<file path="src/design/clock_output_power_pkg.sv">
// Constants shared by the power and clock output control block.
// Assumes a 100 MHz system clock and a 16 MHz reference on a pin.
package clock_output_power_pkg;

   // ==========================================================
   // Register offsets on the serial host port
   localparam logic [5:0] power_mode_control_offset = 6'h07;
   localparam logic [5:0] transmit_amp_enable_offset = 6'h08;
   localparam logic [5:0] misc_control_offset = 6'h09;
   localparam logic [5:0] clock_output_control_offset = 6'h0a;

   // ==========================================================
   // Field positions
   localparam int timed_sleep_bit = 0;
   localparam int deep_sleep_bit = 1;
   localparam int clock_keep_in_sleep_bit = 9;
   localparam int miso_hiz_bit = 11;
   localparam int transmit_amp_bit = 15;
   localparam int status_alt_bit = 7;
   localparam int clock_out_enable_bit = 5;
   localparam int timer_prescale_lsb = 0;
   localparam int capacitor_trim_lsb = 8;
   localparam int rate_lsb = 0;

   // ==========================================================
   // Reset values and writable masks
   localparam logic [15:0] power_mode_control_reset = 16'h0800;
   localparam logic [15:0] transmit_amp_enable_reset = 16'h8000;
   localparam logic [15:0] misc_control_reset = 16'h0020;
   localparam logic [15:0] clock_output_control_reset = 16'h7e06;
   localparam logic [15:0] power_mode_control_writable = 16'h8ae3;
   localparam logic [15:0] transmit_amp_enable_writable = 16'h8000;
   localparam logic [15:0] misc_control_writable = 16'h00a7;
   localparam logic [15:0] clock_output_control_writable = 16'hff07;

   // ==========================================================
   // Serial frame layout
   localparam logic [4:0] header_last_bit = 5'h07;
   localparam logic [4:0] data_last_bit = 5'h0f;
   localparam int read_flag_bit = 7;

   typedef enum logic [1:0] {
      spi_idle = 2'b00,
      spi_header = 2'b01,
      spi_data = 2'b10,
      spi_done = 2'b11
   } spi_phase_t;

   // ==========================================================
   // Clock output timing, in reference rising edges per half period
   localparam logic [7:0] sleep_stop_ref_cycles = 8'h80;
   localparam logic [2:0] slowest_fast_rate = 3'h4;
   localparam logic [8:0] half_8mhz = 9'h001;
   localparam logic [8:0] half_4mhz = 9'h002;
   localparam logic [8:0] half_2mhz = 9'h004;
   localparam logic [8:0] half_1mhz = 9'h008;
   localparam logic [8:0] half_62k5 = 9'h080;
   localparam logic [8:0] half_div488 = 9'h0f4;
   localparam logic [8:0] half_div976 = 9'h1e8;

endpackage

</file>
<file path="src/design/clock_output_divider.sv">
// Reference clock output divider with glitch-free rate changes.
// Assumes reference_clock is a free running 16 MHz pin, well below the system clock.
`timescale 1ns/1ps
module clock_output_divider #(
   parameter int count_width = 9
) (
   input wire logic clock,
   input wire logic rst,
   input wire logic reference_clock,
   input wire logic enable,
   input wire logic [2:0] rate,
   input wire logic timed_sleep,
   input wire logic keep_in_sleep,
   output logic clock_out
);

   if (count_width < 9) begin
      $error("count_width too small for the slowest rate");
   end

   typedef struct packed {
      logic [1:0] ref_sync;
      logic ref_prev;
      logic [count_width-1:0] count;
      logic [count_width-1:0] half;
      logic [7:0] sleep_count;
      logic stopped;
      logic level;
   } divider_state_t;

   divider_state_t cur;
   divider_state_t next;

   // ==========================================================
   // Half period lookup; zero means follow both reference edges
   function automatic logic [count_width-1:0] half_of(input logic [2:0] code);
      logic [8:0] h;
      case (code)
         3'h0: h = 9'h000;
         3'h1: h = clock_output_power_pkg::half_8mhz;
         3'h2: h = clock_output_power_pkg::half_4mhz;
         3'h3: h = clock_output_power_pkg::half_2mhz;
         3'h4: h = clock_output_power_pkg::half_1mhz;
         3'h5: h = clock_output_power_pkg::half_62k5;
         3'h6: h = clock_output_power_pkg::half_div488;
         default: h = clock_output_power_pkg::half_div976;
      endcase
      half_of = count_width'(h);
   endfunction

   // ==========================================================
   // Next state
   always_comb begin
      logic rise;
      logic fall;
      logic tick;
      logic [2:0] eff_rate;
      rise = 1'b0;
      fall = 1'b0;
      tick = 1'b0;
      eff_rate = rate;
      next = cur;
      next.ref_sync = {cur.ref_sync[0], reference_clock};
      next.ref_prev = cur.ref_sync[1];
      rise = cur.ref_sync[1] & ~cur.ref_prev;
      fall = ~cur.ref_sync[1] & cur.ref_prev;
      if (timed_sleep && rate < clock_output_power_pkg::slowest_fast_rate) begin
         eff_rate = clock_output_power_pkg::slowest_fast_rate;
      end
      if (timed_sleep && !keep_in_sleep) begin
         if (rise && cur.sleep_count != clock_output_power_pkg::sleep_stop_ref_cycles) begin
            next.sleep_count = cur.sleep_count + 8'h01;
         end
         if (next.sleep_count == clock_output_power_pkg::sleep_stop_ref_cycles) begin
            next.stopped = 1'b1;
         end
      end else begin
         next.sleep_count = 8'h00;
         next.stopped = 1'b0;
      end
      tick = (cur.half == '0) ? (rise | fall) : rise;
      if (!enable || cur.stopped) begin
         next.level = 1'b0;
         next.count = '0;
         next.half = half_of(eff_rate);
      end else if (tick) begin
         if (cur.half == '0 || cur.count == cur.half - count_width'(1)) begin
            next.level = ~cur.level;
            next.count = '0;
            next.half = half_of(eff_rate);
         end else begin
            next.count = cur.count + count_width'(1);
         end
      end
   end

   always_ff @(posedge clock) begin
      if (rst) begin
         cur <= '0;
         cur.half <= half_of(3'h6);
      end else begin
         cur <= next;
      end
   end

   assign clock_out = cur.level;

endmodule // clock_output_divider

</file>
<file path="src/design/clock_output_power_control.sv">
// Power modes, transmit gating, status pins, timer prescale, trim and clock output.
// Assumes serial host port pins and reference clock are asynchronous to clock.
// Operation
// - Deep sleep bit stops time base
// - Timed sleep bit keeps time base running unless deep sleep bit set
// - Transmit amplifier bit gates transmitter, default on
// - Alternate enable: pin 1 shows out of idle
// - Alternate enable: pin 2 shows result valid
// - Clock output enable, else pin held low
// - Prescale field selects event timer base clock
// - Capacitor trim field resets to 0x7E
// - Rate codes 0-4 give 16 to 1 MHz
// - Code 5 62.5 kHz, code 6 divide 488
// - Code 7 divides reference by 976
// - Without keep bit, stop after 128 cycles
// - Timed sleep allows only 1 MHz or less
`timescale 1ns/1ps
module clock_output_power_control (
   input wire logic clock,
   input wire logic rst,
   input wire logic spi_clock,
   input wire logic spi_select_n,
   input wire logic spi_mosi,
   output logic miso_out,
   output logic miso_oe,
   input wire logic reference_clock,
   input wire logic device_active,
   input wire logic result_valid,
   input wire logic normal_pin_1_out,
   input wire logic normal_pin_1_oe,
   input wire logic normal_pin_2_out,
   input wire logic normal_pin_2_oe,
   output logic general_pin_1_out,
   output logic general_pin_1_oe,
   output logic general_pin_2_out,
   output logic general_pin_2_oe,
   output logic deep_sleep,
   output logic timed_sleep,
   output logic time_base_run,
   output logic transmit_amplifier_enable,
   output logic [2:0] event_timer_prescale,
   output logic [7:0] capacitor_trim,
   output logic clock_out
);

   typedef struct packed {
      logic [1:0] sclk_sync;
      logic [1:0] sel_sync;
      logic [1:0] mosi_sync;
      logic sclk_prev;
      clock_output_power_pkg::spi_phase_t phase;
      logic [4:0] bit_count;
      logic [7:0] header;
      logic [15:0] shift_in;
      logic [15:0] shift_out;
      logic [15:0] power_mode_control;
      logic [15:0] transmit_amp_enable;
      logic [15:0] misc_control;
      logic [15:0] clock_output_control;
      logic miso_out;
      logic miso_oe;
      logic pin_1_out;
      logic pin_1_oe;
      logic pin_2_out;
      logic pin_2_oe;
      logic deep_sleep;
      logic timed_sleep;
      logic time_base_run;
      logic amp_enable;
      logic [2:0] prescale;
      logic [7:0] trim;
   } control_state_t;

   control_state_t cur;
   control_state_t next;

   // ==========================================================
   // Register helpers
   function automatic logic [15:0] merge(input logic [15:0] data, input logic [15:0] mask,
                                         input logic [15:0] dflt);
      merge = (data & mask) | (dflt & ~mask);
   endfunction

   function automatic logic [15:0] read_reg(input control_state_t s, input logic [5:0] addr);
      case (addr)
         clock_output_power_pkg::power_mode_control_offset: read_reg = s.power_mode_control;
         clock_output_power_pkg::transmit_amp_enable_offset: read_reg = s.transmit_amp_enable;
         clock_output_power_pkg::misc_control_offset: read_reg = s.misc_control;
         clock_output_power_pkg::clock_output_control_offset: read_reg = s.clock_output_control;
         default: read_reg = 16'h0000;
      endcase
   endfunction

   // ==========================================================
   // Serial host port and control outputs
   always_comb begin
      logic rise;
      logic fall;
      logic [7:0] hdr;
      logic [15:0] wdata;
      rise = 1'b0;
      fall = 1'b0;
      hdr = 8'h00;
      wdata = 16'h0000;
      next = cur;
      next.sclk_sync = {cur.sclk_sync[0], spi_clock};
      next.sel_sync = {cur.sel_sync[0], spi_select_n};
      next.mosi_sync = {cur.mosi_sync[0], spi_mosi};
      next.sclk_prev = cur.sclk_sync[1];
      rise = cur.sclk_sync[1] & ~cur.sclk_prev;
      fall = ~cur.sclk_sync[1] & cur.sclk_prev;
      if (cur.sel_sync[1]) begin
         next.phase = clock_output_power_pkg::spi_idle;
         next.bit_count = 5'h00;
         next.miso_out = 1'b0;
         next.miso_oe = ~cur.power_mode_control[clock_output_power_pkg::miso_hiz_bit];
      end else begin
         next.miso_oe = 1'b1;
         if (cur.phase == clock_output_power_pkg::spi_idle) begin
            next.phase = clock_output_power_pkg::spi_header;
         end
         if (rise) begin
            case (cur.phase)
               clock_output_power_pkg::spi_header: begin
                  hdr = {cur.header[6:0], cur.mosi_sync[1]};
                  next.header = hdr;
                  next.bit_count = cur.bit_count + 5'h01;
                  if (cur.bit_count == clock_output_power_pkg::header_last_bit) begin
                     next.phase = clock_output_power_pkg::spi_data;
                     next.bit_count = 5'h00;
                     next.shift_out = hdr[clock_output_power_pkg::read_flag_bit] ?
                                      read_reg(cur, hdr[5:0]) : 16'h0000;
                  end
               end
               clock_output_power_pkg::spi_data: begin
                  wdata = {cur.shift_in[14:0], cur.mosi_sync[1]};
                  next.shift_in = wdata;
                  next.bit_count = cur.bit_count + 5'h01;
                  if (cur.bit_count == clock_output_power_pkg::data_last_bit) begin
                     next.phase = clock_output_power_pkg::spi_done;
                     if (!cur.header[clock_output_power_pkg::read_flag_bit]) begin
                        case (cur.header[5:0])
                           clock_output_power_pkg::power_mode_control_offset: begin
                              next.power_mode_control = merge(wdata,
                                 clock_output_power_pkg::power_mode_control_writable,
                                 clock_output_power_pkg::power_mode_control_reset);
                           end
                           clock_output_power_pkg::transmit_amp_enable_offset: begin
                              next.transmit_amp_enable = merge(wdata,
                                 clock_output_power_pkg::transmit_amp_enable_writable,
                                 clock_output_power_pkg::transmit_amp_enable_reset);
                           end
                           clock_output_power_pkg::misc_control_offset: begin
                              next.misc_control = merge(wdata,
                                 clock_output_power_pkg::misc_control_writable,
                                 clock_output_power_pkg::misc_control_reset);
                           end
                           clock_output_power_pkg::clock_output_control_offset: begin
                              next.clock_output_control = merge(wdata,
                                 clock_output_power_pkg::clock_output_control_writable,
                                 clock_output_power_pkg::clock_output_control_reset);
                           end
                           default: begin
                              next.shift_in = wdata;
                           end
                        endcase
                     end
                  end
               end
               default: begin
                  next.bit_count = cur.bit_count;
               end
            endcase
         end else if (fall && cur.phase == clock_output_power_pkg::spi_data) begin
            next.miso_out = cur.shift_out[15];
            next.shift_out = {cur.shift_out[14:0], 1'b0};
         end
      end

      // Power modes and gating
      next.deep_sleep = cur.power_mode_control[clock_output_power_pkg::deep_sleep_bit];
      next.time_base_run = ~cur.power_mode_control[clock_output_power_pkg::deep_sleep_bit];
      next.timed_sleep = cur.power_mode_control[clock_output_power_pkg::timed_sleep_bit];
      next.amp_enable = cur.transmit_amp_enable[clock_output_power_pkg::transmit_amp_bit];
      next.prescale = cur.misc_control[clock_output_power_pkg::timer_prescale_lsb +: 3];
      next.trim = cur.clock_output_control[clock_output_power_pkg::capacitor_trim_lsb +: 8];

      // General pins 1 and 2
      if (cur.misc_control[clock_output_power_pkg::status_alt_bit]) begin
         next.pin_1_out = device_active;
         next.pin_1_oe = 1'b1;
         next.pin_2_out = result_valid;
         next.pin_2_oe = 1'b1;
      end else begin
         next.pin_1_out = normal_pin_1_out;
         next.pin_1_oe = normal_pin_1_oe;
         next.pin_2_out = normal_pin_2_out;
         next.pin_2_oe = normal_pin_2_oe;
      end
   end

   always_ff @(posedge clock) begin
      if (rst) begin
         cur <= '0;
         cur.sclk_sync <= 2'b00;
         cur.sel_sync <= 2'b11;
         cur.power_mode_control <= clock_output_power_pkg::power_mode_control_reset;
         cur.transmit_amp_enable <= clock_output_power_pkg::transmit_amp_enable_reset;
         cur.misc_control <= clock_output_power_pkg::misc_control_reset;
         cur.clock_output_control <= clock_output_power_pkg::clock_output_control_reset;
         cur.time_base_run <= 1'b1;
         cur.amp_enable <= 1'b1;
         cur.trim <= 8'h7e;
      end else begin
         cur <= next;
      end
   end

   // ==========================================================
   // Clock output divider
   clock_output_divider #(
      .count_width(9)
   ) divider (
      .clock(clock),
      .rst(rst),
      .reference_clock(reference_clock),
      .enable(cur.misc_control[clock_output_power_pkg::clock_out_enable_bit]),
      .rate(cur.clock_output_control[clock_output_power_pkg::rate_lsb +: 3]),
      .timed_sleep(cur.power_mode_control[clock_output_power_pkg::timed_sleep_bit]),
      .keep_in_sleep(cur.power_mode_control[clock_output_power_pkg::clock_keep_in_sleep_bit]),
      .clock_out(clock_out)
   );

   assign miso_out = cur.miso_out;
   assign miso_oe = cur.miso_oe;
   assign general_pin_1_out = cur.pin_1_out;
   assign general_pin_1_oe = cur.pin_1_oe;
   assign general_pin_2_out = cur.pin_2_out;
   assign general_pin_2_oe = cur.pin_2_oe;
   assign deep_sleep = cur.deep_sleep;
   assign timed_sleep = cur.timed_sleep;
   assign time_base_run = cur.time_base_run;
   assign transmit_amplifier_enable = cur.amp_enable;
   assign event_timer_prescale = cur.prescale;
   assign capacitor_trim = cur.trim;

endmodule // clock_output_power_control

</file>
<file path="config.mk">
export PLATFORM = sky130hd
export DESIGN_NAME = clock_output_power_control
export DESIGN_NICKNAME = d
export VERILOG_FILES = /design/src/design/clock_output_power_pkg.sv /design/src/design/clock_output_divider.sv /design/src/design/clock_output_power_control.sv
export SDC_FILE = /design/constraint.sdc
export NUM_CORES = 1
export LEC_CHECK = 0
export BUFFER_PORTS_ARGS = -buffer_cell sky130_fd_sc_hd__buf_2
export CORE_AREA = 2 2 106 108
export DETAILED_ROUTE_END_ITERATION = 12
export DIE_AREA = 0 0 108 110
export GPL_TIMING_DRIVEN = 0
export HOLD_SLACK_MARGIN = 0.03
export PLACE_DENSITY = 0.8
export SLEW_MARGIN = 20
export SYNTH_ARGS = -nofsm -noshare
export SYNTH_HDL_FRONTEND = slang
export SYNTH_HIERARCHICAL = 1
export SYNTH_SLANG_ARGS = --single-unit
</file>
<file path="constraint.sdc">
create_clock -name clock -period 2.5 [get_ports clock]
set_clock_uncertainty 0.1 [all_clocks]
set_input_delay 0.5 -clock clock [delete_from_list [all_inputs] [get_ports clock]]
set_output_delay 0.5 -clock clock [all_outputs]
set_load 0.1 [all_outputs]
</file>
### Yosys cells after proc, flatten, opt, wreduce, memory -nomap -nowiden

Index checks and enable logic that the tools add are counted.

* flip-flop bits (word level): 131
* output and inout port bits: 22
* word-level logic and storage cells: 130

* bitwise logic cells: 16
* add/subtract/negate cells: 4
* mux-type cells: 25
* reduce and logical (&&, ||, !) cells: 29
* magnitude comparators: 1
* equality and inequality tests: 23

Operators with widths (count)
* 16-bit two-way mux: 6
* 16-bit one-hot mux with 4 select lines: 1
* 9-bit one-hot mux with 7 select lines: 1
* 6-bit by 4-bit equality test with 1-bit output, second input constant: 6
* 9-bit two-way mux: 4
* 31-bit two-way mux: 1
* 8-bit two-way mux: 3
* 6-bit AND reduction: 4
* 6-bit by 3-bit equality test with 1-bit output, second input constant: 2
* 1-bit inverter: 11
* 5-bit one-hot mux with 2 select lines: 1
* 9-bit by 1-bit adder with 9-bit output, second input constant: 1
* 3-bit equality test, second input constant: 3
* 9-bit equality test: 1
* 9-bit logical NOT: 1
* 9-bit by 1-bit subtractor with 9-bit output, second input constant: 1
* 8-bit by 1-bit adder with 8-bit output, second input constant: 1
* 8-bit equality test, second input constant: 1
* 8-bit inequality test, second input constant: 1
* 2-bit AND reduction: 4
* 2-bit nonzero test: 4
* 7-bit two-way mux: 1
* 3-bit by 2-bit equality test with 1-bit output, second input constant: 2
* 3-bit AND reduction: 2
* other kinds (22): 35

### Longest topological paths before layout

* depth after elaboration: 8
* gate-level depth with buffers: 9
* gate-level depth less buffers: 8

### Hierarchy

The synthesis kept the hierarchy.

Modules (own cells, without submodules)
* clock_output_power_control: instances 1, area an instance 4055.1 sq um, cells an instance 446, seq. area each 1981.9 sq um
* clock_output_divider: instances 1, area an instance 1756.7 sq um, cells an instance 209, seq. area each 600.6 sq um

### Worst setup path after synthesis

Ideal clock, no wire load.

* kind: register to register
* start: register divider/cur[10] (netlist name)
* end: register divider/cur[25] (netlist name)
* library setup time: 134 ps
* cell stages (with the launch flop): 10
* arrival time: 2395 ps
* period minus slack after synthesis: 2629 ps
* data required time: 2266 ps
* slack: -129 ps
* cells stage by stage: dfxtp_1 -> inv_1 -> ha_1 -> or4b_4 -> or4_4 -> and2_1 -> buf_6 -> nor4b_2 -> xnor2_1 -> nor3_2

* longest elaborated chain between the ends: 4

Ends and longest elaborated chain
* from (decl): RTL line clock_output_divider.sv:31 `divider_state_t cur;`
* from (signal assigned): RTL line clock_output_divider.sv:102 `cur <= next;`
* 9-bit by 1-bit subtractor with 9-bit output: RTL line clock_output_divider.sv:87 `if (cur.half == '0 || cur.count == cur.half - count_width'(1)) begin`
* 9-bit equality test: RTL line clock_output_divider.sv:87
* 1-bit logical OR: RTL line clock_output_divider.sv:87
* 9-bit two-way mux: RTL line clock_output_divider.sv:87

Parallel ways exist; a longest one is shown, timed or not.
A chain may end at the register's enable or synchronous reset.

### Worst setup path after layout

* start: register divider/cur[10] (netlist name)
* end: register divider/cur[18] (netlist name)

* longest elaborated chain between the ends: 5

Ends and longest elaborated chain (RTL line)
* 9-bit by 1-bit subtractor with 9-bit output: clock_output_divider.sv:87
* 9-bit equality test: clock_output_divider.sv:87
* 1-bit logical OR: clock_output_divider.sv:87
* 2-bit nonzero test (no line)
* 2-bit AND reduction (no line) *

Mark *: on every way between the ends. The rest lies on a longest branch, timed or not.

==> impl_metrics.ini <==
[run_status]
status = complete, but fails checks
violations = negative setup slack

[floorplanning]
start_util_pct = 54.33
die_w_um = 108
die_h_um = 110
dieArea_um2 = 11880
core-area_um2 = 10700
io_pins = 34
placementRows = 38

[clocking]
cts_buffers = 17
cts_tree = built
clk_pin_slew_ns = 0.06
root_buffer = clkbuf_8
cts_sinks = 129
clock_latency_ns = 0.52
cts_hold_buf = 0
htreeDepth = 4
clockBufferDepth = 2

[drt]
num_vias = 4918
wl_per_cell_um = 15.76
drtAntennaViolNets = 0
drc = 0
drt_first_pass_iters = 5
wl_um = 13710
drt_iter0_drc = 310
vias_per_cell = 5.653

[finish]
drive_gt1_share_pct = 18.08
finalNonFillerCells = 870
area.growth.synth_to_final_pct = 20.11
fin_util_pct = 65.25
fin_nets = 739
layout_common_cells = dfxtp_1, nand2_1, nor2_1
diodes = 0
final_common_cell = dfxtp_1
nFillCells = 823

[timing]
rsz0062_at_grt = yes
fmax_ghz = 0.3979
maxSlewViolCount = 0
finalHoldViolations = 0
worst_slack_ns = -0.01293
final-setup-viol-count = 3
period_needed_ns = 2.513
worst_pin_slew_ns = 0.8974
slew_headroom_pct = 40.05
whs_ns = 0.06082
fin_crit_sh_pct = 100.5

[pwr]
p_leak_nw = 2.655
p_comb_share_pct = 2.5
power.total_mw = 4.700
switching_share_pct = 22.22
switchingPower_mw = 1.044
vdd_drop_max_mv = 0.4393
p_int_mw = 3.656
p_per_area_nw_per_um2 = 673.3
clockPowerShare_pct = 53.3
p_seq_share_pct = 44.1

[global_routing]
overflow = 0
antenna_found_initial = 0
grtUsageTotal_pct = 24.20
grt_max_degree = 17
grt_pass1_wl_um = 22490
first_global_vias = 4831

[logic_synthesis]
synth-edff-count = 0
synth_seq_area_share_pct = 44.43
syn_inst = 655
ys_ff_latch = 129
syn_nets = 677
syn_area_um2 = 5812
synth_flop_cell = dfxtp_1
synth_warnings = 6
synth_cell_types = 59
async_reset_ff_share_pct = 0
syn_avg_cell_area_um2 = 8.873

[setup_path]
endpoint_kind = register
slowest_delay_ns = 0.51
worstPathArrival_ns = 2.85
cp.required_ns = 2.84
crit_type = reg -> reg
r2r_setup_slack_ns = -0.01
worstPathCellList = inv_4, ha_4, or4b_4, or4_4, a22oi_2, and4_1, buf_6, nor2_4, mux2i_1
cp_max_fo = 7
startpoint = divider/cur[10]
r2r_start = divider/cur[10]
cp-start-kind = register
critPathSlowestCell = or4_4

[place]
hpwl_um = 9156
post-place-ws_ns = -0.1484
gp_congestion = 0.9249
placed_cells = 828
port_buffers = 33

[flow_run]
drv_cap = 0

[min_path]
hp-class = in -> reg
hold_start = spi_select_n
-- through the flow --
stage / cell area, um^2 / TNS [ns]
after floorplan: 5853 / -0.0007414
after global placement: 6193 / -1.674
after detailed placement: 6193 / -2.408
after CTS: 6912 / -0.02744
after global routing: 6980 / -0.6660
final: 6980 / -0.02159
-- layer usage --
layer	global-route usage [%]	part of all wire, %
met3	5.526	3.8
met2	43.58	52
met5	0	0
met1	27.27	41
met4	11.17	3.0
-- sequential cells by signal, summed over array words and instances (netlist names), 3 cells and up --
register and flops:
cur 78, divider/cur 29, capacitor_trim 8, event_timer_prescale 3
-- layout make-up --
| cell class | count | area [um^2] | area share (%) |
|---|---|---|---|
| inverter | 22 | 87.58 | 1.255 |
| tap | 140 | 175.2 | 2.509 |
| clock inverter | 14 | 180.2 | 2.581 |
| timing repair buffer | 44 | 290.3 | 4.158 |
| sequential | 129 | 2590 | 37.10 |
| buffer | 47 | 245.2 | 3.513 |
| clock buffer | 18 | 427.9 | 6.130 |
| multi-input combinational | 456 | 2984 | 42.75 |
-- kinds of logic after synthesis --
group	after synthesis	share of synthesized area, %
and+or+nand+nor	281	25.92
xor gates and xnor gates	26	3.918
adders and majority gates	10	2.153
AOI/OAI and AO/OA	93	9.946
muxes	46	7.922
DFF	129	44.43
buffers and inverters	70	5.705
-- Yosys cell counts (3+ instances only) --
library cell / instances / share of area [%]
and2_1: 10 / 1.1
nor4_1: 3 / 0.32
nor2_1: 53 / 3.4
inv_1: 22 / 1.4
nor3_1: 29 / 2.5
o21ai_0: 7 / 0.60
buf_4: 13 / 1.7
nor4b_1: 6 / 0.90
nor2b_1: 17 / 1.8
xor2_1: 9 / 1.4
a211oi_1: 7 / 0.90
nand2b_1: 5 / 0.54
mux2i_1: 46 / 7.9
clkbuf_1: 27 / 1.7
or2_2: 11 / 1.2
or3_1: 5 / 0.54
nand2_1: 84 / 5.4
a21oi_1: 48 / 4.1
xnor2_1: 17 / 2.6
o2111ai_1: 9 / 1.4
a31oi_1: 3 / 0.32
dfxtp_1: 129 / 44
and3_1: 3 / 0.32
nor3b_1: 5 / 0.65
nand4bb_1: 4 / 0.77
a22oi_1: 6 / 0.77
ha_1: 10 / 2.2
nand3b_1: 4 / 0.52
nand3_1: 11 / 0.95
nand4_1: 11 / 1.2
buf_2: 4 / 0.34
-- critical path: cells and delay by family, from the launching register on --
kind,cells,cell delay [ns]
flip-flops,1,0.36
AND/OR/NAND/NOR,4,1.27
buffers and inverters,2,0.20
AO/OA/AOI/OAI,1,0.16
multiplexers,1,0.20
adder cells (fa/ha/maj),1,0.12
-- final timing paths --
path | endpoint | cells after the start
worst max-delay path | divider/cur[18] | 9
worst min-delay path | cur[135] | 2
worst max register to register | divider/cur[18] | 9
worst min register to register | cur[136] | 1
-- repair_timing --
action,in CTS,in global routing
endpoints found under the setup margin,26,43
setup buffers,8,2
pin swaps,10,8
gates resized for setup,9,10
gates cloned,0,1
-- power by group through the flow --
stage               Clock, mW  Combinational [mW]  Sequential [mW]
floorplan                   0              0.0532             2.15
global placement            0               0.114             2.12
detailed placement          0               0.117             2.12
CTS                      2.53               0.117             2.07
global route             2.63               0.128             2.08
finish                   2.51               0.119             2.07
Note: power is estimated with default switching activity, not from simulation.
